$ cat src/core/dacrp_pkg.sv
// package: register map, defaults, frame layout and link types for the dac control port
package dacrp_pkg;

  localparam int unsigned REG_AW        = 5;
  localparam int unsigned REG_DW        = 8;
  localparam int unsigned REG_COUNT     = 15;

  localparam logic [4:0] MAIN_CONTROL_OFFS           = 5'h00;
  localparam logic [4:0] FILTER_SPEED_CONTROL_OFFS   = 5'h01;
  localparam logic [4:0] POWER_POLARITY_CONTROL_OFFS = 5'h02;
  localparam logic [4:0] LEFT1_VOLUME_OFFS           = 5'h03;
  localparam logic [4:0] RIGHT1_VOLUME_OFFS          = 5'h04;
  localparam logic [4:0] LEFT2_VOLUME_OFFS           = 5'h05;
  localparam logic [4:0] RIGHT2_VOLUME_OFFS          = 5'h06;
  localparam logic [4:0] LEFT3_VOLUME_OFFS           = 5'h07;
  localparam logic [4:0] RIGHT3_VOLUME_OFFS          = 5'h08;
  localparam logic [4:0] RESERVED_A_OFFS             = 5'h09;
  localparam logic [4:0] RESERVED_B_OFFS             = 5'h0a;
  localparam logic [4:0] OUTPUT_POLARITY_OFFS        = 5'h0b;
  localparam logic [4:0] ZERO_FLAG1_SELECT_OFFS      = 5'h0c;
  localparam logic [4:0] ZERO_FLAG2_SELECT_OFFS      = 5'h0d;
  localparam logic [4:0] EMPHASIS_ENABLE_OFFS        = 5'h0e;

  localparam logic [7:0] MAIN_CONTROL_RST           = 8'h8b;
  localparam logic [7:0] FILTER_SPEED_CONTROL_RST   = 8'h02;
  localparam logic [7:0] POWER_POLARITY_CONTROL_RST = 8'h62;
  localparam logic [7:0] VOLUME_RST                 = 8'hff;
  localparam logic [7:0] RESERVED_RST               = 8'hff;
  localparam logic [7:0] ZERO_RST                   = 8'h00;

  // writable bits per register; constant-zero bits stay zero
  localparam logic [7:0] MAIN_CONTROL_MASK           = 8'hff;
  localparam logic [7:0] FILTER_SPEED_CONTROL_MASK   = 8'h3f;
  localparam logic [7:0] POWER_POLARITY_CONTROL_MASK = 8'h66;
  localparam logic [7:0] VOLUME_MASK                 = 8'hff;
  localparam logic [7:0] LANE_SELECT_MASK            = 8'hfc;
  localparam logic [7:0] EMPHASIS_ENABLE_MASK        = 8'h0e;

  localparam int unsigned DAC1_POWER_UP_POS    = 1;
  localparam int unsigned TIMING_RESET_BIT_POS = 0;

  // 3-wire frame: 2 chip bits, 1 direction bit, 5 address bits, 8 data bits
  localparam int unsigned SER_FRAME_BITS  = 16;
  localparam logic        SER_CHIP_LOW    = 1'b1;
  localparam logic        SER_DIR_WRITE   = 1'b1;

  // two-wire slave address prefix; value is arbitrary
  localparam logic [4:0] I2C_ADDR_PREFIX = 5'h0a;

  typedef struct packed {
    logic       valid;
    logic [4:0] addr;
    logic [7:0] data;
  } dacrp_wr_t;

  typedef struct packed {
    logic main_control;
    logic filter_speed_control;
    logic power_polarity_control;
    logic [7:0] left1_volume;
  } dacrp_unused_t;

endpackage : dacrp_pkg

$ cat src/core/dacrp_serial_rx.sv
// 3-wire serial write receiver: shifts frames on clock rises, commits on select rise
`timescale 1ns/1ps
module dacrp_serial_rx (
  input  wire logic              core_clk_i,
  input  wire logic              arst_n_i,
  input  wire logic              enable_i,
  input  wire logic              chip_addr_pin_high_i,
  input  wire logic              sel_n_i,
  input  wire logic              sclk_i,
  input  wire logic              sdat_i,
  output dacrp_pkg::dacrp_wr_t   wr_o
);

  typedef struct packed {
    logic        sel_q;
    logic        clk_q;
    logic [15:0] shreg;
    logic [4:0]  cnt;
    dacrp_pkg::dacrp_wr_t wr;
  } dacrp_ser_st_t;

  dacrp_ser_st_t st;
  dacrp_ser_st_t next_st;
  logic          frame_ok;

  always_comb begin
    next_st       = st;
    next_st.sel_q = sel_n_i;
    next_st.clk_q = sclk_i;
    next_st.wr    = '0;
    frame_ok      = (st.shreg[15] == chip_addr_pin_high_i)
                    && (st.shreg[14] == dacrp_pkg::SER_CHIP_LOW)
                    && (st.shreg[13] == dacrp_pkg::SER_DIR_WRITE)
                    && (st.cnt >= 5'(dacrp_pkg::SER_FRAME_BITS));
    if (sel_n_i) begin
      next_st.cnt = '0;
    end else if (sclk_i && !st.clk_q) begin
      // sample on rising control clock, msb first
      next_st.shreg = {st.shreg[14:0], sdat_i};
      if (st.cnt != 5'h1f) begin
        next_st.cnt = st.cnt + 5'h01;
      end
    end
    if (sel_n_i && !st.sel_q && enable_i && frame_ok) begin
      next_st.wr.valid = 1'b1;
      next_st.wr.addr  = st.shreg[12:8];
      next_st.wr.data  = st.shreg[7:0];
    end
  end

  always_ff @(posedge core_clk_i or negedge arst_n_i) begin
    if (!arst_n_i) begin
      // control clock idles high; a zero here would fake a rising edge after reset
      st <= '{sel_q: 1'b1, clk_q: 1'b1, default: '0};
    end else begin
      st <= next_st;
    end
  end

  assign wr_o = st.wr;

endmodule : dacrp_serial_rx

$ cat src/core/dacrp_i2c_rx.sv
// two-wire write-only slave receiver with address auto-increment
`timescale 1ns/1ps
module dacrp_i2c_rx (
  input  wire logic              core_clk_i,
  input  wire logic              arst_n_i,
  input  wire logic              enable_i,
  input  wire logic [1:0]        chip_addr_i,
  input  wire logic              scl_i,
  input  wire logic              sda_i,
  output logic                   sda_oe_o,
  output dacrp_pkg::dacrp_wr_t   wr_o
);

  typedef enum logic [4:0] {
    I_IDLE = 5'b00001,
    I_ADDR = 5'b00010,
    I_REG  = 5'b00100,
    I_DATA = 5'b01000,
    I_ACK  = 5'b10000
  } dacrp_i2c_state_t;

  typedef struct packed {
    dacrp_i2c_state_t state;
    dacrp_i2c_state_t after_ack;
    logic       scl_q;
    logic       sda_q;
    logic [7:0] shreg;
    logic [3:0] bits;
    logic [4:0] addr_ctr;
    logic       ack_drive;
    dacrp_pkg::dacrp_wr_t wr;
  } dacrp_i2c_st_t;

  dacrp_i2c_st_t st;
  dacrp_i2c_st_t next_st;
  logic          scl_rise;
  logic          scl_fall;
  logic [7:0]    byte_in;

  always_comb begin
    next_st       = st;
    next_st.scl_q = scl_i;
    next_st.sda_q = sda_i;
    next_st.wr    = '0;
    scl_rise      = scl_i && !st.scl_q;
    scl_fall      = !scl_i && st.scl_q;
    byte_in       = {st.shreg[6:0], sda_i};
    if (!enable_i) begin
      next_st.state     = I_IDLE;
      next_st.ack_drive = 1'b0;
    end else if (scl_i && st.scl_q && st.sda_q && !sda_i) begin
      next_st.state     = I_ADDR; // start or repeated start
      next_st.bits      = '0;
      next_st.ack_drive = 1'b0;
    end else if (scl_i && st.scl_q && !st.sda_q && sda_i) begin
      next_st.state     = I_IDLE; // stop
      next_st.ack_drive = 1'b0;
    end else begin
      case (st.state)
        I_IDLE: begin
          next_st.ack_drive = 1'b0;
        end
        I_ADDR, I_REG, I_DATA: begin
          if (scl_rise) begin
            next_st.shreg = byte_in;
            next_st.bits  = st.bits + 4'h1;
            if (st.bits == 4'h7) begin
              next_st.bits = '0;
              case (st.state)
                I_ADDR: begin
                  // a read direction is left unacknowledged
                  if (byte_in == {dacrp_pkg::I2C_ADDR_PREFIX, chip_addr_i, 1'b0}) begin
                    next_st.state     = I_ACK;
                    next_st.after_ack = I_REG;
                  end else begin
                    next_st.state = I_IDLE;
                  end
                end
                I_REG: begin
                  next_st.addr_ctr  = byte_in[4:0];
                  next_st.state     = I_ACK;
                  next_st.after_ack = I_DATA;
                end
                default: begin
                  next_st.wr.valid  = 1'b1;
                  next_st.wr.addr   = st.addr_ctr;
                  next_st.wr.data   = byte_in;
                  next_st.addr_ctr  = st.addr_ctr + 5'h01;
                  next_st.state     = I_ACK;
                  next_st.after_ack = I_DATA;
                end
              endcase
            end
          end
        end
        I_ACK: begin
          if (scl_fall) begin
            next_st.ack_drive = !st.ack_drive;
            if (st.ack_drive) begin
              next_st.state = st.after_ack;
            end
          end
        end
        default: begin
          next_st.state = I_IDLE;
        end
      endcase
    end
  end

  always_ff @(posedge core_clk_i or negedge arst_n_i) begin
    if (!arst_n_i) begin
      st <= '{state: I_IDLE, after_ack: I_IDLE, scl_q: 1'b1, sda_q: 1'b1, default: '0};
    end else begin
      st <= next_st;
    end
  end

  assign sda_oe_o = st.ack_drive;
  assign wr_o     = st.wr;

endmodule : dacrp_i2c_rx

$ cat src/core/dacrp_top.sv
// dac control register port: pin synchronisers, two link receivers and the register bank
`timescale 1ns/1ps
module dacrp_top (
  input  wire logic        core_clk_i,
  input  wire logic        arst_n_i,
  input  wire logic        hw_reset_n_i,
  input  wire logic        serial_mode_i,
  input  wire logic        i2c_mode_i,
  input  wire logic        chip_addr_pin_low_i,
  input  wire logic        chip_addr_pin_high_i,
  input  wire logic        serial_select_n_i,
  input  wire logic        serial_ctrl_clock_i,
  input  wire logic        serial_ctrl_data_in_i,
  input  wire logic        sda_i,
  output logic             sda_o,
  output logic             sda_oe_o,
  input  wire logic        par_gradual_mute_i,
  input  wire logic        par_auto_clock_detect_i,
  input  wire logic [2:0]  par_audio_format_i,
  input  wire logic [1:0]  par_emphasis_sel_i,
  input  wire logic        par_slot_mode_256fs_i,
  output logic [7:0]       main_control_o,
  output logic [7:0]       filter_speed_control_o,
  output logic [7:0]       power_polarity_control_o,
  output logic [7:0]       left1_volume_o,
  output logic [7:0]       right1_volume_o,
  output logic [7:0]       left2_volume_o,
  output logic [7:0]       right2_volume_o,
  output logic [7:0]       left3_volume_o,
  output logic [7:0]       right3_volume_o,
  output logic [7:0]       output_polarity_o,
  output logic [7:0]       zero_flag1_select_o,
  output logic [7:0]       zero_flag2_select_o,
  output logic [7:0]       emphasis_enable_o,
  output logic             timing_reset_n_o
);

  localparam int unsigned NSYNC = 15;

  // every pin passes two flops; stage one feeds only stage two
  logic [NSYNC-1:0] pin_raw;
  logic [NSYNC-1:0] sync1;
  logic [NSYNC-1:0] sync2;

  assign pin_raw = {hw_reset_n_i, serial_mode_i, i2c_mode_i, chip_addr_pin_low_i,
                    chip_addr_pin_high_i, serial_select_n_i, serial_ctrl_clock_i,
                    serial_ctrl_data_in_i, sda_i, par_gradual_mute_i,
                    par_auto_clock_detect_i, par_audio_format_i, par_slot_mode_256fs_i};

  genvar gi;
  generate
    for (gi = 0; gi < NSYNC; gi++) begin : g_sync
      always_ff @(posedge core_clk_i or negedge arst_n_i) begin
        if (!arst_n_i) begin
          sync1[gi] <= 1'b1;
          sync2[gi] <= 1'b1;
        end else begin
          sync1[gi] <= pin_raw[gi];
          sync2[gi] <= sync1[gi];
        end
      end
    end
  endgenerate

  // emphasis pins synchronised separately to keep the vector above readable
  logic [1:0] emph_s1;
  logic [1:0] emph_s2;

  always_ff @(posedge core_clk_i or negedge arst_n_i) begin
    if (!arst_n_i) begin
      emph_s1 <= 2'h1;
      emph_s2 <= 2'h1;
    end else begin
      emph_s1 <= par_emphasis_sel_i;
      emph_s2 <= emph_s1;
    end
  end

  logic       s_hw_reset_n;
  logic       s_serial_mode;
  logic       s_i2c_mode;
  logic [1:0] s_chip_addr;
  logic       s_sel_n;
  logic       s_sclk;
  logic       s_sdat;
  logic       s_sda;
  logic       s_mute;
  logic       s_auto_clock_detect;
  logic [2:0] s_fmt;
  logic       s_slot_mode_256fs;

  assign {s_hw_reset_n, s_serial_mode, s_i2c_mode, s_chip_addr[0], s_chip_addr[1],
          s_sel_n, s_sclk, s_sdat, s_sda, s_mute, s_auto_clock_detect, s_fmt, s_slot_mode_256fs} = sync2;

  dacrp_pkg::dacrp_wr_t ser_wr;
  dacrp_pkg::dacrp_wr_t i2c_wr;
  logic                 i2c_sda_oe;

  dacrp_serial_rx u_serial_rx (
    .core_clk_i           (core_clk_i),
    .arst_n_i             (arst_n_i),
    .enable_i             (s_serial_mode && !s_i2c_mode && s_hw_reset_n),
    .chip_addr_pin_high_i (s_chip_addr[1]),
    .sel_n_i              (s_sel_n),
    .sclk_i               (s_sclk),
    .sdat_i               (s_sdat),
    .wr_o                 (ser_wr)
  );

  dacrp_i2c_rx u_i2c_rx (
    .core_clk_i  (core_clk_i),
    .arst_n_i    (arst_n_i),
    .enable_i    (s_serial_mode && s_i2c_mode && s_hw_reset_n),
    .chip_addr_i (s_chip_addr),
    .scl_i       (s_sclk),
    .sda_i       (s_sda),
    .sda_oe_o    (i2c_sda_oe),
    .wr_o        (i2c_wr)
  );

  typedef struct packed {
    logic [dacrp_pkg::REG_COUNT-1:0][7:0] regs;
    logic [7:0] out_main;
    logic [7:0] out_filter;
    logic [7:0] out_power;
    logic       timing_n;
    logic       sda_oe;
  } dacrp_top_st_t;

  dacrp_top_st_t st;
  dacrp_top_st_t next_st;

  function automatic logic [7:0] reg_default(input int unsigned idx);
    logic [7:0] v;
    v = dacrp_pkg::ZERO_RST;
    case (idx)
      0: v = dacrp_pkg::MAIN_CONTROL_RST;
      1: v = dacrp_pkg::FILTER_SPEED_CONTROL_RST;
      2: v = dacrp_pkg::POWER_POLARITY_CONTROL_RST;
      3, 4, 5, 6, 7, 8: v = dacrp_pkg::VOLUME_RST;
      9, 10: v = dacrp_pkg::RESERVED_RST;
      default: v = dacrp_pkg::ZERO_RST;
    endcase
    return v;
  endfunction : reg_default

  function automatic logic [7:0] reg_mask(input int unsigned idx);
    logic [7:0] m;
    m = 8'h00;
    case (idx)
      0: m = dacrp_pkg::MAIN_CONTROL_MASK;
      1: m = dacrp_pkg::FILTER_SPEED_CONTROL_MASK;
      2: m = dacrp_pkg::POWER_POLARITY_CONTROL_MASK;
      3, 4, 5, 6, 7, 8: m = dacrp_pkg::VOLUME_MASK;
      11, 12, 13: m = dacrp_pkg::LANE_SELECT_MASK;
      14: m = dacrp_pkg::EMPHASIS_ENABLE_MASK;
      default: m = 8'h00;
    endcase
    return m;
  endfunction : reg_mask

  dacrp_pkg::dacrp_wr_t wr;
  int unsigned          widx;

  always_comb begin
    next_st = st;
    // links are mutually exclusive by mode, so at most one strobe is live
    wr      = ser_wr.valid ? ser_wr : i2c_wr;
    widx    = 32'(wr.addr);
    if (!s_hw_reset_n) begin
      for (int i = 0; i < dacrp_pkg::REG_COUNT; i++) begin
        next_st.regs[i] = reg_default(i);
      end
    end else if (wr.valid && widx < dacrp_pkg::REG_COUNT) begin
      // no power or timing bit gates this write
      next_st.regs[widx] = wr.data & reg_mask(widx);
      // shared dac1 power-up bit: mirror into the other register
      if (widx == 32'(dacrp_pkg::MAIN_CONTROL_OFFS)) begin
        next_st.regs[2][dacrp_pkg::DAC1_POWER_UP_POS] =
          wr.data[dacrp_pkg::DAC1_POWER_UP_POS];
      end else if (widx == 32'(dacrp_pkg::POWER_POLARITY_CONTROL_OFFS)) begin
        next_st.regs[0][dacrp_pkg::DAC1_POWER_UP_POS] =
          wr.data[dacrp_pkg::DAC1_POWER_UP_POS];
      end
    end
    // writes to 0fh..1fh are dropped; the host is told not to make them
    next_st.out_main   = st.regs[0];
    next_st.out_filter = st.regs[1];
    next_st.out_power  = st.regs[2];
    if (!s_serial_mode) begin
      // parallel mode: only mute, emphasis, format, auto clock and 256fs slots
      next_st.out_main   = {s_auto_clock_detect, 1'b0, s_slot_mode_256fs, s_fmt, 1'b1, 1'b1};
      next_st.out_filter = {3'h0, 2'h0, emph_s2, s_mute};
      next_st.out_power  = dacrp_pkg::POWER_POLARITY_CONTROL_RST;
    end
    next_st.timing_n = s_hw_reset_n && next_st.out_main[dacrp_pkg::TIMING_RESET_BIT_POS];
    next_st.sda_oe   = i2c_sda_oe;
  end

  always_ff @(posedge core_clk_i or negedge arst_n_i) begin
    if (!arst_n_i) begin
      st.regs[0]  <= dacrp_pkg::MAIN_CONTROL_RST;
      st.regs[1]  <= dacrp_pkg::FILTER_SPEED_CONTROL_RST;
      st.regs[2]  <= dacrp_pkg::POWER_POLARITY_CONTROL_RST;
      st.regs[3]  <= dacrp_pkg::VOLUME_RST;
      st.regs[4]  <= dacrp_pkg::VOLUME_RST;
      st.regs[5]  <= dacrp_pkg::VOLUME_RST;
      st.regs[6]  <= dacrp_pkg::VOLUME_RST;
      st.regs[7]  <= dacrp_pkg::VOLUME_RST;
      st.regs[8]  <= dacrp_pkg::VOLUME_RST;
      st.regs[9]  <= dacrp_pkg::RESERVED_RST;
      st.regs[10] <= dacrp_pkg::RESERVED_RST;
      st.regs[11] <= dacrp_pkg::ZERO_RST;
      st.regs[12] <= dacrp_pkg::ZERO_RST;
      st.regs[13] <= dacrp_pkg::ZERO_RST;
      st.regs[14] <= dacrp_pkg::ZERO_RST;
      st.out_main   <= dacrp_pkg::MAIN_CONTROL_RST;
      st.out_filter <= dacrp_pkg::FILTER_SPEED_CONTROL_RST;
      st.out_power  <= dacrp_pkg::POWER_POLARITY_CONTROL_RST;
      st.timing_n   <= 1'b0;
      st.sda_oe     <= 1'b0;
    end else begin
      st <= next_st;
    end
  end

  assign main_control_o           = st.out_main;
  assign filter_speed_control_o   = st.out_filter;
  assign power_polarity_control_o = st.out_power;
  assign left1_volume_o           = st.regs[3];
  assign right1_volume_o          = st.regs[4];
  assign left2_volume_o           = st.regs[5];
  assign right2_volume_o          = st.regs[6];
  assign left3_volume_o           = st.regs[7];
  assign right3_volume_o          = st.regs[8];
  assign output_polarity_o        = st.regs[11];
  assign zero_flag1_select_o      = st.regs[12];
  assign zero_flag2_select_o      = st.regs[13];
  assign emphasis_enable_o        = st.regs[14];
  assign timing_reset_n_o         = st.timing_n;
  // open-drain acknowledge: drive low only while enabled
  assign sda_o                    = 1'b0;
  assign sda_oe_o                 = st.sda_oe;

endmodule : dacrp_top

$ cat config.mk
export PLATFORM = sky130hd
export DESIGN_NAME = dacrp_top
export DESIGN_NICKNAME = d
export VERILOG_FILES = /design/src/core/dacrp_pkg.sv /design/src/core/dacrp_serial_rx.sv /design/src/core/dacrp_i2c_rx.sv /design/src/core/dacrp_top.sv
export SDC_FILE = /design/constraint.sdc
export NUM_CORES = 1
export LEC_CHECK = 0
export BUFFER_PORTS_ARGS = -buffer_cell sky130_fd_sc_hd__buf_2
export CAP_MARGIN = 30
export CELL_PAD_IN_SITES_DETAIL_PLACEMENT = 1
export CELL_PAD_IN_SITES_GLOBAL_PLACEMENT = 2
export CORE_MARGIN = 3
export CORE_UTILIZATION = 40
export DETAILED_ROUTE_END_ITERATION = 8
export GPL_TIMING_DRIVEN = 0
export PLACE_DENSITY_LB_ADDON = 0.1
export SYNTH_ARGS = -nofsm -noshare
export SYNTH_HDL_FRONTEND = slang
export SYNTH_HIERARCHICAL = 1
export SYNTH_SLANG_ARGS = --single-unit
$ cat constraint.sdc
create_clock -name core_clk_i -period 3.3 [get_ports core_clk_i]
set_clock_uncertainty 0.15 [all_clocks]
set_input_delay 0.66 -clock core_clk_i [delete_from_list [all_inputs] [get_ports core_clk_i]]
set_output_delay 0.66 -clock core_clk_i [all_outputs]
set_load 0.02 [all_outputs]
# Yosys cells after proc, flatten, opt, wreduce, memory -nomap -nowiden
# Memory sizes are Yosys's and may differ from the RTL's.
# Cells that the tools add are included.
# word_totals
ff_bits	259
romBits	128
in_bits	19
out_inout_bits	107
word_cells	189
n_memories	1
# op_classes
n_addsub	3
order_cmp	4
n_eq_ne	19
mux	46
bitwise	5
reduce_logical	42
# mem_list
name	depth	word_bits	rd	rd_clocked_by_memory_dff	wr	line	rtl
(name not given)	16	8	1	0	0	dacrp_top.sv:150	case (idx)
# ops
op	n
$mux 120	2
$mux 14	9
$bwmux 120	1
$mux 5	10
$mux 9	4
$demux 8 s4	1
$mux 8	4
$mux 10	3
$ne 5x5->1 const B	6
$mux 24	1
$logic_and 1x1->1	20
$pmux 5 s3	1
$reduce_and 7->1	2
$add 5x1->5 const B	2
$eq 5x2->1 const B	2
$pmux 5 s2	1
$reduce_and 5->1	2
$and 8x8->8	1
$eq 8x7->1	1
$reduce_bool 2->1	4
$logic_not 1->1	7
$mux 1	7
$ne 2x1->1 const B	3
$reduce_and 2->1	3
19 further kinds	22

# Logic depth before layout (Yosys ltp)
# Gate-level depths: netlist of the first run.
# logic_depth
ltp_word	11
ltp_mapped	11
ltp_nobuf	7

# Hierarchy
# Netlist of the first run, hierarchy kept.
# by_module_without_submodules
mod	n_inst	cells_per_inst	area_each_um2
dacrp_top	1	596	7272.0
dacrp_i2c_rx	1	183	2094.5
dacrp_serial_rx	1	104	1520.2

# Least setup slack after synthesis of the first run
# No wires, ideal clock.
# synth_path
path_type	reg2reg
from	reg u_serial_rx.st, in the netlist u_serial_rx/wr_o[13]
to	reg st, in the netlist left1_volume_o[3]
setup_ns	0.075
arrival_ns	2.427
setup_slack_ns	0.648
path_stages_with_launch	12
path_buffers	4
synth_period_minus_slack_ns	2.652
path_cell_list	dfrtp_1 > buf_4 > buf_4 > buf_6 > mux2i_1 > ha_1 > inv_1 > a21oi_2 > nand2b_1 > or4_1 > buf_4 > o211ai_2
# synth_via
elab_chain_len	9
# synth_lines
element	line	rtl
start: declaration	dacrp_serial_rx.sv:22	dacrp_ser_st_t st;
start signal: assignment	dacrp_serial_rx.sv:56	st <= next_st;
$mux 14 (*)	dacrp_top.sv:168	wr = ser_wr.valid ? ser_wr : i2c_wr;
$mem_v2 16x8	n/a	
$mux 8	dacrp_top.sv:150	
$mux 8	dacrp_top.sv:174	end else if (wr.valid && widx < dacrp_pkg::REG_COUNT) begin
$mux 8	dacrp_top.sv:170	if (!s_hw_reset_n) begin
$and 8x8->8	dacrp_top.sv:176	next_st.regs[widx] = wr.data & reg_mask(widx);
$bwmux 120	dacrp_top.sv:176	
$mux 120	dacrp_top.sv:174	
$mux 120	dacrp_top.sv:170	
end signal: assignment	dacrp_top.sv:223	st <= next_st;
end: declaration	dacrp_top.sv:130	dacrp_top_st_t st;
# Mark *: on every way between the ends. The rest lies on a longest branch, timed or not. The select of a mux whose other input is x is not followed.
# A chain may end at the register's enable or synchronous reset.

# Worst setup path in the final report of the first run
# layout_path
from	reg u_serial_rx.st, in the netlist u_serial_rx/wr_o[13]
to	reg st, in the netlist emphasis_enable_o[3]
# The elaborated chain is that of the path after synthesis.

==> results by group, run 1 <==
Yosys
  – Synth Cell Area: 0.01089 mm2
  – Post-synthesis async set-or-reset flop share: 100.0%
  – Syn_nets: 911
  – Mean Syn Cell Area: 12.33 um2
  – EDFF count, synth: 0
  – Synth area leader: dfrtp_1
  – Yosys reg bits: 242
  – Synth Warn #: 6
  – Post-synth top area share: 32.18%
  – Dominant cells by area after synthesis: dfrtp_1, dfstp_2, buf_4
  – Sequential element share of the synthesized area: 56.80%
  – Cells after Synth: 883
  – Synth Flop Type: dfrtp_1
  – Post-synthesis cell type count: 86

Floorplan
  – Die W: 171.0 um
  – Boundary Pins: 126
  – Initial Util: 41.19%
  – Core area: 0.02643 mm2
  – Num rows: 59
  – Die extent in y: 171.0 um
  – Die area: 0.02923 mm2

Cells and area
  – Fillcell total: 2764
  – Ant diodes: 0
  – Commonest non-fill, non-tap cell in the layout: buf_4
  – Commonest non-fill, non-tap cells in the layout: buf_4, dfrtp_1, buf_2
  – Share of layout cells above drive strength 1: 48.87%
  – Layout Nets: 1072
  – Final core occ: 48.90%
  – Area growth, synth to finish: 18.70%

GRT
  – GRT Util Overall: 17.50%
  – Total gr overflow: 0
  – Largest net degree at the start of global routing: 90
  – Vias in the first global route: 7233
  – Initial antenna violation count: 0
  – Global-route wire length before repair: 40.54 mm

Clock network
  – Root Driver: clkbuf_16
  – Num CTS Buffers: 27
  – TritonCTS clock tree: yes
  – Clock buffer depth: 3
  – Clk pin slew, worst setup/hold paths: 0.06 ns
  – Clock Sink Count: 242
  – Worst skew pair latency: 0.53 ns
  – H-tree depth: 1

Drt
  – Post-route DRC: 0
  – Drt first-iter violations: 384
  – Aggregate routed wire length: 25.31 mm
  – Antenna Nets Post-Route: 0
  – Via count: 6926
  – Via/cell ratio: 4.951
  – Drt pass-1 iters: 4
  – Wire per inst: 18.09 um

Hold path
  – Worst min path class: in2reg
  – Hold Path Sink: sync1[3]
  – Cell depth of the worst min-delay path: 1
  – Hold_sp: par_audio_format_i[2]

Timing
  – Setup violators final: 0
  – Achievable clock frequency: 324.0 MHz
  – Min cycle time layout: 3.086 ns
  – Worst Max-Slew Pin Slew: 0.8219 ns
  – Worst slew margin: 45.10%
  – Fin. max-slew vios: 0
  – Final worst-path cycle share: 93.52%
  – Worst setup margin: 0.2137 ns
  – RSZ-0062 raised after global routing: no
  – Final number of hold-violating endpoints: 0

Critical path
  – Buffer and inverter count on the worst path: 5
  – Setup crit start: u_serial_rx/wr_o[13]
  – CP max stage delay: 0.60 ns
  – Setup crit start kind: register
  – Flop2flop setup slack: 0.21 ns
  – Max FO, Critical Path: 10
  – Critical path arrival: 3.40 ns
  – Crit path max-delay family: buffers and inverters
  – CP Capture Type: register
  – WP data required: 3.61 ns
  – Worst-path cell chain: buf_4 -> buf_4 -> buf_6 -> mux2i_1 -> ha_1 -> inv_1 -> a21oi_2 -> nand2b_1 -> nor4_1 -> buf_2 -> a22o_1
  – Critical R2R Launch: u_serial_rx/wr_o[13]
  – Critical Path Most Common Cell: buf_4
  – Crit Path Class: reg2reg
  – Critical R2R Capture: emphasis_enable_o[3]
  – CP max stage cell: nor4_1
  – Reg2Reg Depth: 11

Placement
  – RePlAce Congestion: 0.8122
  – Port buffer count: 124
  – Hpwl dp: 17.80 mm
  – Worst setup slack after placement: 0.03846 ns

Power
  – VDD IR max: 0.0003969 V
  – PwrDens: 489.9 mW/mm2
  – Leakage: 0.006332 uW

Status
  – Status: finished, final reports clean

Flow run
  – Max Cap Viol: 0
## where the power goes
group / switching, uW / internal [uW]
combinational: 143 / 92.5
sequential: 46.8 / 3070
clock: 1180 / 1790
total: 1370 / 4960
## synth_stat cells (14+ instances only)
| cell | n |
|---|---|
| nand2_1 | 74 |
| buf_4 | 139 |
| nand3_1 | 15 |
| buf_2 | 14 |
| mux2i_1 | 20 |
| a22o_1 | 33 |
| mux2_2 | 35 |
| dfrtp_1 | 140 |
| dfstp_2 | 102 |
| and2_1 | 43 |
| nor2_1 | 23 |
| o211ai_1 | 49 |
## per-stage QoR
| stage | hold WS, ns | setup TNS, ns | area (um2) | cells | power [uW] |
|---|---|---|---|---|---|
| after floorplan | 0.1812 | 0 | 10890 | 883 | 3278 |
| after detailed placement | 0.1969 | 0 | 12010 | 1347 | 3411 |
| after CTS | 0.04209 | 0 | 12910 | 1397 | 6440 |
| after global routing | 0.04122 | 0 | 12920 | 1399 | 6590 |
| after global placement | 0.1844 | -551.24 | 11930 | 1342 | 3394 |
| final | 0.07240 | 0 | 12920 | 1399 | 6331 |
## timing repair
item                       CTS  global route
hold endpoints to repair    22             0
setup buffers                0             2
gates resized for setup      0             2
setup endpoints to repair    0            22
hold buffers                 1             0
## flip-flops by register name (all words and copies together) (netlist names), 3 cells and up
| register | count |
|---|---|
| right1_volume_o | 8 |
| sync1 | 15 |
| s_fmt | 3 |
| filter_speed_control_o | 8 |
| u_serial_rx/wr_o | 14 |
| left1_volume_o | 8 |
| u_i2c_rx/byte_in | 7 |
| right2_volume_o | 8 |
| main_control_o | 8 |
| st | 24 |
| power_polarity_control_o | 8 |
| output_polarity_o | 8 |
| u_i2c_rx/wr_o | 14 |
| u_serial_rx/st | 23 |
| emphasis_enable_o | 8 |
| zero_flag1_select_o | 8 |
| zero_flag2_select_o | 8 |
| right3_volume_o | 8 |
| left3_volume_o | 8 |
| u_i2c_rx/st | 19 |
| left2_volume_o | 8 |
## worst register-to-register path: stages (launching register included)
cell and delay [ns]:
dfrtp_1 0.32, buf_4 0.13, buf_4 0.17, buf_6 0.18
mux2i_1 0.34, ha_1 0.29, inv_1 0.14, a21oi_2 0.11
nand2b_1 0.18, nor4_1 0.60, buf_2 0.26, a22o_1 0.15
## area by class of cell
cell class | instances | area, um2 | share of cell area (%)
tap | 335 | 419.2 | 3.244
inverter | 11 | 41.29 | 0.3195
clock inverter | 4 | 48.80 | 0.3776
multi-input combinational | 460 | 3451 | 26.70
sequential | 242 | 6183 | 47.85
buffer | 170 | 1212 | 9.382
clock buffer | 45 | 835.8 | 6.468
timing repair buffer | 132 | 730.7 | 5.655
## how the worst max path moves through the flow
stage,end,slack [ns],depth (start not counted)
after floorplan,left1_volume_o[3],0.65,11
after global placement,zero_flag2_select_o[0],-2.95,1
after detailed placement,output_polarity_o[0],0.04,10
after CTS,output_polarity_o[0],0.01,10
after global routing,st[32],0.008,10
final,emphasis_enable_o[3],0.21,11
## cell families after synthesis
logic type | after synthesis | synth area share, %
xor gates and xnor gates | 9 | 0.7931
other | 1 | 0.03445
AOI/OAI and AO/OA | 147 | 11.11
DFF | 242 | 56.80
and+or+nand+nor | 235 | 12.76
adders and majority gates | 9 | 1.034
muxes | 59 | 5.965
buffers and inverters | 181 | 11.50
## per-layer routing
metal / GRT usage, % / vias up / share of wire [%]
met5: 0 / - / 0
met4: 4.899 / 0 / 2.9
met3: 2.287 / 41 / 3.4
met2: 29.41 / 128 / 48
met1: 23.97 / 3487 / 45
li1: - / 3270 / -
Note: power is estimated with default switching activity, not from simulation.
==> inputs of run 2 (changes only) <==
BUFFER_PORTS_ARGS = -buffer_cell sky130_fd_sc_hd__buf_4   (was -buffer_cell sky130_fd_sc_hd__buf_2)
PLACE_DENSITY = 0.86   (was default)
PLACE_DENSITY_LB_ADDON = default   (was 0.1)
==> results by group, run 2 (synthesis results as in run 1) <==
Timing
  – RSZ-0062 raised after global routing: no
  – Setup violators final: 0
  – Min cycle time layout: 3.084 ns
  – Final hold slack: 0.04641 ns
  – Fin. max-slew vios: 0
  – Achievable clock frequency: 324.3 MHz
  – Final worst-path cycle share: 93.45%
  – Worst slew margin: 40.05%
  – Worst Max-Slew Pin Slew: 0.8993 ns
  – Final number of hold-violating endpoints: 0

Floorplan
  – Num rows: 59
  – Core area: 0.02643 mm2
  – Boundary Pins: 126
  – Die W: 171.0 um
  – Die extent in y: 171.0 um
  – Die area: 0.02923 mm2
  – Initial Util: 41.19%

Hold path
  – Worst min path class: in2async

Cells and area
  – Largest register FFs: 24
  – Non-Filler Instances: 1397
  – Layout Nets: 1069
  – Commonest non-fill, non-tap cell in the layout: buf_4
  – Area growth, synth to finish: 21.68%
  – Share of layout cells above drive strength 1: 49.34%
  – Final core occ: 50.12%
  – Ant diodes: 0
  – Top reg by flops: st
  – Fillcell total: 2766
  – Commonest non-fill, non-tap cells in the layout: buf_4, dfrtp_1, dfstp_2
  – Top flop regs: st x24, u_serial_rx/st x23, u_i2c_rx/st x19

GRT
  – GR met3 Demand/Resource: 2.380%
  – Total gr overflow: 0
  – Grt met1 use: 22.63%
  – Global-route wire length before repair: 40.76 mm
  – Met2 usage: 30.72%
  – Initial antenna violation count: 0
  – Grt peak-use layer: met2
  – GRT Util Overall: 17.38%
  – Largest net degree at the start of global routing: 124
  – Vias in the first global route: 7344

Clock network
  – Hold Buf Count CTS: 0
  – TritonCTS clock tree: yes
  – Num CTS Buffers: 27
  – Clk pin slew, worst setup/hold paths: 0.06 ns
  – H-tree depth: 1
  – Worst skew pair latency: 0.53 ns
  – Clock buffer depth: 3
  – Root Driver: clkbuf_16
  – Clock Sink Count: 242

Placement
  – Hpwl dp: 18.06 mm
  – Port buffer count: 124
  – RePlAce Congestion: 0.8354
  – Placed cells: 1344

Drt
  – Post-route DRC: 0
  – Aggregate routed wire length: 25.47 mm
  – Drt pass-1 iters: 4
  – Via/cell ratio: 4.976
  – Antenna Nets Post-Route: 0
  – Wire per inst: 18.23 um
  – Drt first-iter violations: 370
  – Via count: 6952

Critical path
  – Critical path arrival: 3.38 ns
  – Crit Path Class: reg2reg
  – Setup crit start kind: register
  – Max FO, Critical Path: 10
  – WP data required: 3.60 ns
  – Flop2flop setup slack: 0.22 ns
  – CP Capture Type: register

Power
  – Final Power: 6483 uW
  – VDD IR max: 0.0004279 V
  – Leakage: 0.006456 uW
  – PwrDens: 489.4 mW/mm2

Status
  – Status: finished, final reports clean

Flow run
  – Max Cap Viol: 0
==> run 2: cell types whose count changed in the layout (fill, tap and decap cells not counted), moves of 2 or more <==
cell,previous run,this run
buf_2,138,14
buf_4,143,266
bufinv_16,1,4
clkbuf_1,23,17
clkbuf_16,29,27
clkinv_1,0,2
clkinv_2,2,4
==> run 2: worst paths after layout <==
kind                       cells past startpoint                    start                endpoint
max                                           10     u_serial_rx/wr_o[13]    emphasis_enable_o[3]
min                                            1                 arst_n_i  zero_flag1_select_o[7]
max reg2reg                                   10     u_serial_rx/wr_o[13]    emphasis_enable_o[3]
min reg2reg                                    0                sync1[10]          s_chip_addr[1]
max in group asynchronous                      2                 arst_n_i     u_i2c_rx/byte_in[4]
min in group core_clk_i                        1  par_auto_clock_detect_i                sync1[4]
==> run 2: repair_timing <==
action	CTS	global route
setup endpoints to repair	0	20
setup buffers	0	2
resized for setup	0	2
==> run 2: worst max-delay path, stage by stage, from the launching register on <==
cell and delay [ns]:
dfrtp_1 0.32, buf_4 0.13, buf_4 0.18, buf_6 0.18, mux2i_1 0.31, ha_1 0.28, inv_1 0.14, a21oi_2 0.10
nand2b_1 0.20, nor4_2 0.81, a22o_1 0.23
==> run 2: metrics by stage <==
step	TNS (ns)	setup WS (ns)	area, um2
after floorplan	0	0.6478	10890
after global placement	-61.95	-0.4558	12240
after detailed placement	0	0.05992	12290
after CTS	0	0.01144	13220
after global routing	0	0.0004436	13250
final	0	0.2160	13250
==> run 2: power breakdown <==
group,switching [uW],leakage [uW],internal [uW]
clock network,1190,0.000463,1930
registers,49.3,0.00300,3070
logic,141,0.00299,97.6
==> run 2: final cells by class <==
type                    instances  area [um2]  area share, %
repair buffers                129       996.0          7.519
well taps                     335       419.2          3.164
clock inverters                13       173.9          1.313
multi-input cells             460        3457          26.10
clock buffers                  37       763.2          5.762
flip-flops and latches        242        6183          46.68
plain buffers                 170        1212          9.153
inverters                      11       41.29         0.3117
==> run 2: routing by layer <==
metal  vias up  wire length (um)
met1      3528             10940
li1       3262                 -
met4         0               544
met3        34               879
met2       128             13110
met5         -                 0
